<file path="src/rtl/oamx_pkg.sv">
// Purpose: constants and types shared by the four-instruction execute block
// Assumes: 14-bit instruction word, 8-bit data path, 7-bit direct file address
// Notes: How it works list follows
// How it works
// - an or-with-file word ORs the working register with the addressed file register and sets zero from the result.
// - for or-with-file, destination bit 0 sends the result to the working register and 1 sends it back to the file register.
// - a load-literal word puts its 8-bit immediate into the working register and leaves every flag alone.
// - load-literal is recognised whatever its two don't-care bits hold.
// - a copy-file word sends the file register's value to the working register (bit 0) or back to itself (bit 1).
// - copy-file sets zero from the copied value even when it writes back to its source.
// - a store-working word writes the working register into the addressed file register and touches no flag.
package oamx_pkg;

  // ----------------------------------------------------------------
  // field layout of the instruction word
  // ----------------------------------------------------------------
  localparam int OAMX_IW = 14;
  localparam int OAMX_DW = 8;
  localparam int OAMX_AW = 7;
  localparam int OAMX_DEST_BIT = 7;

  // ----------------------------------------------------------------
  // opcode patterns, compared against the top bits only
  // ----------------------------------------------------------------
  localparam logic [5:0] OAMX_OPC_OR = 6'h04;
  localparam logic [5:0] OAMX_OPC_COPY = 6'h08;
  localparam logic [3:0] OAMX_OPC_LIT = 4'hC;
  localparam logic [6:0] OAMX_OPC_STORE = 7'h01;

  // ----------------------------------------------------------------
  // values after reset
  // ----------------------------------------------------------------
  localparam logic [7:0] OAMX_W_RST = 8'h00;
  localparam logic OAMX_Z_RST = 1'b0;

  typedef enum logic [2:0] {
    OAMX_OP_NONE,
    OAMX_OP_OR,
    OAMX_OP_LIT,
    OAMX_OP_COPY,
    OAMX_OP_STORE
  } oamx_op_t;

  typedef struct packed {
    oamx_op_t op;
    logic dest;
    logic [OAMX_AW-1:0] addr;
    logic [OAMX_DW-1:0] lit;
  } oamx_dec_t;

  typedef struct packed {
    logic [OAMX_DW-1:0] w;
    logic z;
    logic file_we;
    logic [OAMX_AW-1:0] file_addr;
    logic [OAMX_DW-1:0] file_wdata;
    logic done;
    logic unknown;
  } oamx_state_t;

  // opcode class of one word; the don't-care bits of load-literal are ignored
  function automatic oamx_op_t oamx_op_of(input logic [OAMX_IW-1:0] iw);
    oamx_op_t op;
    op = OAMX_OP_NONE;
    if (iw[13:8] == OAMX_OPC_OR) begin
      op = OAMX_OP_OR;
    end else if (iw[13:8] == OAMX_OPC_COPY) begin
      op = OAMX_OP_COPY;
    end else if (iw[13:10] == OAMX_OPC_LIT) begin
      op = OAMX_OP_LIT;
    end else if (iw[13:7] == OAMX_OPC_STORE) begin
      op = OAMX_OP_STORE;
    end
    return op;
  endfunction : oamx_op_of

endpackage : oamx_pkg

</file>
<file path="src/rtl/oamx_decode.sv">
// Purpose: splits one instruction word into class, destination, address, literal
// Assumes: word is stable for the whole cycle it is presented
// Notes: purely combinational, no state
module oamx_decode
  import oamx_pkg::*;
(
  input wire logic [OAMX_IW-1:0] instr_i,
  output oamx_dec_t dec_o
);

  // ----------------------------------------------------------------
  // field split
  // ----------------------------------------------------------------
  // fields are always extracted; only the class says which ones matter
  always_comb begin
    dec_o.op = oamx_op_of(instr_i);
    dec_o.dest = instr_i[OAMX_DEST_BIT];
    dec_o.addr = instr_i[OAMX_AW-1:0];
    dec_o.lit = instr_i[OAMX_DW-1:0];
  end

endmodule : oamx_decode

</file>
<file path="src/rtl/oamx_exec.sv">
// Purpose: executes or-with-file, load-literal, copy-file and store-working
// Assumes: file_data_i holds the file register addressed by instr_i[6:0] in the
//   same cycle; one word may be offered every cycle
// Notes: results and write strobes appear one cycle after the word is taken
module oamx_exec
  import oamx_pkg::*;
(
  input wire logic mclk_i,
  input wire logic rst_n_i,
  input wire logic instr_valid_i,
  input wire logic [OAMX_IW-1:0] instr_i,
  input wire logic [OAMX_DW-1:0] file_data_i,
  output logic [OAMX_DW-1:0] w_o,
  output logic zero_o,
  output logic file_we_o,
  output logic [OAMX_AW-1:0] file_addr_o,
  output logic [OAMX_DW-1:0] file_wdata_o,
  output logic done_o,
  output logic unknown_o
);

  // ----------------------------------------------------------------
  // decode
  // ----------------------------------------------------------------
  oamx_dec_t dec;
  oamx_state_t st_r;
  oamx_state_t st_nxt;

  oamx_decode u_decode (
    .instr_i(instr_i),
    .dec_o(dec)
  );

  // ----------------------------------------------------------------
  // execute
  // ----------------------------------------------------------------
  // one pass per word: no multi-cycle path, so nothing can stall the fetch
  // a word that writes back its own source is seen by the next word only
  // through the partner's forwarding; this block holds no copy of the file
  always_comb begin
    logic [OAMX_DW-1:0] res;
    res = '0;
    st_nxt = st_r;
    st_nxt.file_we = 1'b0;
    st_nxt.done = 1'b0;
    st_nxt.unknown = 1'b0;
    if (instr_valid_i) begin
      unique case (dec.op)
        OAMX_OP_OR: begin
          res = st_r.w | file_data_i;
          st_nxt.z = (res == '0);
          if (dec.dest) begin
            st_nxt.file_we = 1'b1;
            st_nxt.file_addr = dec.addr;
            st_nxt.file_wdata = res;
          end else begin
            st_nxt.w = res;
          end
          st_nxt.done = 1'b1;
        end
        OAMX_OP_LIT: begin
          st_nxt.w = dec.lit; // flags untouched
          st_nxt.done = 1'b1;
        end
        OAMX_OP_COPY: begin
          res = file_data_i;
          st_nxt.z = (res == '0); // also when written back
          if (dec.dest) begin
            st_nxt.file_we = 1'b1;
            st_nxt.file_addr = dec.addr;
            st_nxt.file_wdata = res;
          end else begin
            st_nxt.w = res;
          end
          st_nxt.done = 1'b1;
        end
        OAMX_OP_STORE: begin
          st_nxt.file_we = 1'b1; // no flag change
          st_nxt.file_addr = dec.addr;
          st_nxt.file_wdata = st_r.w;
          st_nxt.done = 1'b1;
        end
        OAMX_OP_NONE: begin
          // other opcodes belong to other units; flag them and change nothing
          st_nxt.unknown = 1'b1;
        end
      endcase
    end
  end

  // ----------------------------------------------------------------
  // state register
  // ----------------------------------------------------------------
  // synchronous reset; address and data are cleared so outputs are defined
  always_ff @(posedge mclk_i) begin
    if (!rst_n_i) begin
      st_r.w <= OAMX_W_RST;
      st_r.z <= OAMX_Z_RST;
      st_r.file_we <= 1'b0;
      st_r.file_addr <= '0;
      st_r.file_wdata <= '0;
      st_r.done <= 1'b0;
      st_r.unknown <= 1'b0;
    end else begin
      st_r <= st_nxt;
    end
  end

  // ----------------------------------------------------------------
  // outputs, straight from the state register
  // ----------------------------------------------------------------
  assign w_o = st_r.w;
  assign zero_o = st_r.z;
  assign file_we_o = st_r.file_we;
  assign file_addr_o = st_r.file_addr;
  assign file_wdata_o = st_r.file_wdata;
  assign done_o = st_r.done;
  assign unknown_o = st_r.unknown;

  // ----------------------------------------------------------------
  // check helpers
  // ----------------------------------------------------------------
  // independent decode of the four classes from the raw word bits, so a
  // broken decoder cannot hide behind its own output
  logic word_known;
  assign word_known = (instr_i[13:8] == OAMX_OPC_OR) || (instr_i[13:8] == OAMX_OPC_COPY)
      || (instr_i[13:10] == OAMX_OPC_LIT) || (instr_i[13:7] == OAMX_OPC_STORE);
endmodule : oamx_exec

</file>
<file path="config.mk">
export PLATFORM = sky130hd
export DESIGN_NAME = oamx_exec
export DESIGN_NICKNAME = d
export VERILOG_FILES = /design/src/rtl/oamx_pkg.sv /design/src/rtl/oamx_decode.sv /design/src/rtl/oamx_exec.sv
export SDC_FILE = /design/constraint.sdc
export NUM_CORES = 1
export LEC_CHECK = 0
export ABC_CLOCK_PERIOD_IN_PS = 1350
export BUFFER_PORTS_ARGS = -buffer_cell sky130_fd_sc_hd__buf_2
export CORE_AREA = 4 4 59 61
export CTS_BUF_LIST = sky130_fd_sc_hd__clkbuf_8
export DETAILED_ROUTE_END_ITERATION = 10
export DIE_AREA = 0 0 63 65
export PLACE_DENSITY = 0.73
export SLEW_MARGIN = 20
export SYNTH_ARGS = -nofsm -noshare
export SYNTH_HDL_FRONTEND = slang
export SYNTH_SLANG_ARGS = --single-unit
</file>
<file path="constraint.sdc">
create_clock -name mclk_i -period 1.35 [get_ports mclk_i]
set_input_delay 0.135 -clock mclk_i [delete_from_list [all_inputs] [get_ports mclk_i]]
set_output_delay 0.135 -clock mclk_i [all_outputs]
set_load 0.02 [all_outputs]
</file>
# --- Yosys cells after proc, flatten, opt, wreduce, memory -nomap -nowiden ---
# Index checks and enable logic that the tools add are counted.
op_classes:
  n_mux: 13
  reduce_logical: 11
  n_eq_ne: 12
  bitwise: 1
op_table:
  columns: ["cell", "n"]
  rows:
  - ["16-bit case mux with 3 select lines", 1]
  - ["16-bit two-way mux", 2]
  - ["8-bit case mux with 3 select lines", 1]
  - ["8-bit logical NOT", 2]
  - ["8-bit two-way mux", 2]
  - ["3-bit two-way mux", 4]
  - ["2-bit inequality test, second input constant", 4]
  - ["8-bit OR", 1]
  - ["4-bit AND reduction", 2]
  - ["7-bit by 1-bit equality test with 1-bit output, second input constant", 1]
  - ["3-bit by 2-bit equality test with 1-bit output, second input constant", 2]
  - ["6-bit by 3-bit equality test with 1-bit output, second input constant", 1]
  - ["6-bit by 4-bit equality test with 1-bit output, second input constant", 1]
  - ["3-bit nonzero test", 2]
  - ["4-bit equality test, second input constant", 1]
  - ["2-bit AND reduction", 2]
  - ["4-bit OR reduction", 1]
  - ["3-bit by 1-bit equality test with 1-bit output, second input constant", 1]
  - ["3-bit equality test, second input constant", 1]
  - ["3-bit logical NOT", 1]
  - ["1-bit two-way mux", 2]
  - ["1-bit case mux with 2 select lines", 1]
  - ["2-bit nonzero test", 1]
word_totals:
  output_inout_bits: 27
  regBits: 27

# --- Depth between registers and ports, before layout ---
logic_depth:
  ltp_word: 8
  ltp_mapped: 5

# --- By module ---
# Synthesis repeated with hierarchy kept, for this count alone.
hier_totals:
  hier_cells: 163
  area_unflattened_um2: 1478.9
modules_own_cells:
  columns: ["module", "area_per_inst_um2", "n_inst", "cells_per_inst"]
  rows:
  - ["oamx_exec", 1306.3, 1, 140]
  - ["oamx_decode", 172.7, 1, 23]

# --- Least setup slack after synthesis ---
# Ideal clock, no wire load.
synth_timing:
  path_type: "input to register"
  from: "input port instr_i[13]"
  to: "register st_r, in the netlist file_wdata_o[0]"
  n_path_buf: 1
  stages: 5
  setup_time_ns: 0.117
  required_time_ns: 1.233
  t_arrival_ns: 1.287
  path_slack_ns: -0.054
  path_cell_list: "nor4_4 nand4_4 and2_4 buf_6 a22o_1"
synth_via:
  elab_chain_cells: 8
  elab_cells_between_ends: 16
synth_lines:
  columns: ["item", "line", "text"]
  rows:
  - ["from (decl)", "oamx_exec.sv:11", "input wire logic [OAMX_IW-1:0] instr_i,"]
  - ["7-bit by 1-bit equality test with 1-bit output", "oamx_pkg.sv:71", "end else if (iw[13:7] == OAMX_OPC_STORE) begin"]
  - ["3-bit two-way mux", "oamx_pkg.sv:71", null]
  - ["3-bit two-way mux", "oamx_pkg.sv:69", "end else if (iw[13:10] == OAMX_OPC_LIT) begin"]
  - ["3-bit two-way mux", "oamx_pkg.sv:67", "end else if (iw[13:8] == OAMX_OPC_COPY) begin"]
  - ["3-bit two-way mux (*)", "oamx_pkg.sv:65", "if (iw[13:8] == OAMX_OPC_OR) begin"]
  - ["3-bit by 1-bit equality test with 1-bit output (tied with other cells)", "oamx_exec.sv:48", "unique case (dec.op)"]
  - ["2-bit inequality test (no source line) or 3-bit nonzero test (tied branches)", null, null]
  - ["4-bit AND reduction (no source line)", null, null]
  - ["to (signal assigned)", "oamx_exec.sv:105", "st_r <= st_nxt;"]
  - ["to (decl)", "oamx_exec.sv:26", "oamx_state_t st_r;"]
# Every way passes the cells marked *; elsewhere a longest branch is shown, timed or not.
# A chain may end at the register's enable or synchronous reset.

# --- Worst setup path after layout ---
layout_timing:
  from: "input port instr_i[12]"
  to: "register st_r, in the netlist w_o[0]"
layout_via:
  elab_chain_cells: 8
  elab_cells_between_ends: 16
layout_lines:
  columns: ["item", "line"]
  rows:
  - ["7-bit by 1-bit equality test with 1-bit output", "oamx_pkg.sv:71"]
  - ["3-bit two-way mux", "oamx_pkg.sv:71"]
  - ["3-bit two-way mux", "oamx_pkg.sv:69"]
  - ["3-bit two-way mux", "oamx_pkg.sv:67"]
  - ["3-bit two-way mux (*)", "oamx_pkg.sv:65"]
  - ["3-bit by 1-bit equality test with 1-bit output (tied with other cells)", "oamx_exec.sv:48"]
  - ["2-bit inequality test (no source line) or 3-bit nonzero test (tied branches)", null]
  - ["4-bit AND reduction (no source line)", null]
# Marked as above.

==> flow_metrics.tcl <==
set metrics [dict create \
    cts_tree "yes" \
    drv_slew 0 \
    yosys_warnings 0 \
    dpl_worst_slack_ps -187 \
    grt_max_degree 17 \
    layout_setup_ws_ps 96.5 \
    final_layout_size_suffix_gt1_frac 0.389 \
    ctsRootBufferMaster "clkbuf_8" \
    post_cts_buffers 0 \
    crit_required_ps 1490 \
    critPathKind "input port to register" \
    vias 1216 \
    cts.sinks 27 \
    utilization 0.555 \
    fin_worst_skew_ps 5.90 \
    numCtsBuffers 3 \
    hold_ws_ps 123 \
    io_buffer_count 51 \
    whs_path_depth 3 \
    worstMarginPinSlew_ps 572 \
    ys.flop_type "dfxtp_1" \
    finish.net_count 219 \
    die_w_um 63 \
    multiInputGateArea_sq_um 683 \
    fin_crit_sh 0.929 \
    slowest_stage "or4_4" \
    cp.arrival_ps 1390 \
    io_pins 52 \
    clock_path_buffers 2 \
    routed_wl_um 3250 \
    cts.repair.resized 0 \
    setup_viol 0 \
    grt_pass1_vias 1128 \
    synth.top_cell.area_share 0.431 \
    cp.buffers_inverters 1 \
    path_depth 5 \
    grt_usage 0.167 \
    placed_cell_area_sq_um 1610 \
    drc_errors 0 \
    hold_buffers 0 \
    syn-num-nets 159 \
    synth_area_leaders "dfxtp_1, mux2i_1, a22o_1, nand2_1, nor2b_1" \
    cp-start-kind "input port" \
    cp_max_fo 8 \
    final_area_sq_um 1650 \
    synthArstFlopShare 0 \
    min_path_type "input port to register" \
    rsz0062_at_grt "no" \
    total_power_mw 1.47 \
    critical_path.top_delay_family "simple AND/OR/NAND/NOR gates" \
    clkTransAtPathRegs_ps 90 \
    worst_path_largest_cell_delay_ps 510 \
    irDropWorstVdd_mv 0.588 \
    syn_to_final_growth_pct 31.8 \
    die-area_sq_um 4100 \
    diodes 0 \
    powerDensity_nw_per_um2 889 \
    antenna_found_initial 0 \
    finalCriticalPeriod_ps 1250 \
    grt_first_pass_wirelength_um 5250 \
    worstSetupEndpointType "register" \
    synth_seq_cells 27 \
    core_area_sq_um 2980 \
    wl_per_cell_um 14.4 \
    die_h_um 65 \
    nFillCells 280 \
    routed_via_density 5.38 \
    drv_cap 0 \
    rows 20 \
    dr.pass1.iters 4 \
    avgSynthCellArea_sq_um 9.36 \
    h-tree-depth 1 \
    gp_congestion 0.905 \
    clock_latency_ps 280 \
    status "finished clean" \
    finalHoldViolCount 0 \
    seqCellArea_sq_um 541 \
    syn_inst 134 \
    synth_cell_type_count 32 \
    synth_edf_count 0 \
    synth_area_sq_um 1250 \
    yosysSeqAreaShare 0.431 \
    ant_nets 0 \
    slew_headroom 0.616 \
    dr.first_iter.drc_count 49 \
    initial_core_util 0.421 \
    hpwl_um 2640 \
    leakage_nw 0.775 \
    synth_top_area_cell "dfxtp_1" \
    worstPathCellList "buf_2, or4_4, nor3_2, o211a_2, o22ai_1" \
    overflow 0 \
    ff2ff_path_depth 3 \
    max_freq_ghz 0.798 \
]
==> per-layer routing <==
layer	GRT usage	wire, um	share of wire	vias to the layer above
met1	0.209	1400	0.43	547
met4	0.0661	47	0.014	0
met3	0.0537	280	0.086	5
met5	0	0	0	-
li1	-	-	-	615
met2	0.264	1510	0.47	49
==> cell usage after synthesis (2+ instances only) <==
cell	instances
a21oi_1	8
a22o_1	8
a31oi_1	2
and2_1	2
clkbuf_1	5
dfxtp_1	27
mux2i_1	15
nand2_1	18
nor2_1	2
nor2b_1	8
nor4_1	3
o21ai_0	9
o22ai_1	8
==> final timing paths <==
kind | from | slack [ps] | end
min | instr_i[0] | 120 | file_addr_o[0]
max reg2reg | w_o[5] | 340 | zero_o
max | instr_i[12] | 100 | w_o[0]
min reg2reg | file_wdata_o[6] | 490 | file_wdata_o[6]
==> kinds of logic after synthesis <==
group,share of synthesized area
XOR/XNOR,0.00699
multiplexers,0.120
AND/OR/NAND/NOR,0.212
AO/OA/AOI/OAI,0.200
flip-flops,0.431
buffers and inverters,0.0309
==> sequential cells by signal (all words and copies together), names as in the netlist <==
| signal | count |
|---|---|
| done_o | 1 |
| file_addr_o | 7 |
| file_wdata_o | 8 |
| file_we_o | 1 |
| unknown_o | 1 |
| w_o | 8 |
| zero_o | 1 |
==> worst reg2reg max path, stage by stage, from the launching register on <==
cell     delay, ps
dfxtp_1        350
nor4b_1        300
a31oi_1        130
o21ai_0        160
==> final cells by class <==
| cell class | instances | share of cell area |
|---|---|---|
| flip-flops and latches | 27 | 0.327 |
| inverters | 1 | 0.00227 |
| repair buffers | 62 | 0.204 |
| clock inverters | 1 | 0.00303 |
| multi-input cells | 99 | 0.413 |
| clock buffers | 3 | 0.0250 |
| well taps | 33 | 0.0250 |
==> power breakdown <==
group          switching (mW)  total, mW  internal [mW]  leakage [nW]
clock network           0.248      0.455          0.207        0.0255
registers             0.00584      0.810          0.804         0.218
logic                   0.115      0.205         0.0901         0.531
==> stage by stage <==
stage	setup TNS [ps]	std cells
finish	0	226
floorplan	-104	134
global placement	-1390	222
detailed placement	-1550	222
global route	0	226
CTS	0	226
==> cells in the final DEF, fill, tap and decap left out, types with 2 or more instances in the layout <==
| cell | count |
|---|---|
| buf_2 | 51 |
| dfxtp_1 | 27 |
| nand2_1 | 18 |
| mux2i_1 | 15 |
| buf_4 | 11 |
| o21ai_0 | 9 |
| a21oi_1 | 8 |
| nor2b_1 | 8 |
| a22o_1 | 8 |
| o22ai_1 | 8 |
| nor4_1 | 3 |
| clkbuf_8 | 3 |
| and2_1 | 2 |
| nor2_1 | 2 |
| a31oi_1 | 2 |
(Power assumes the default switching activity.)
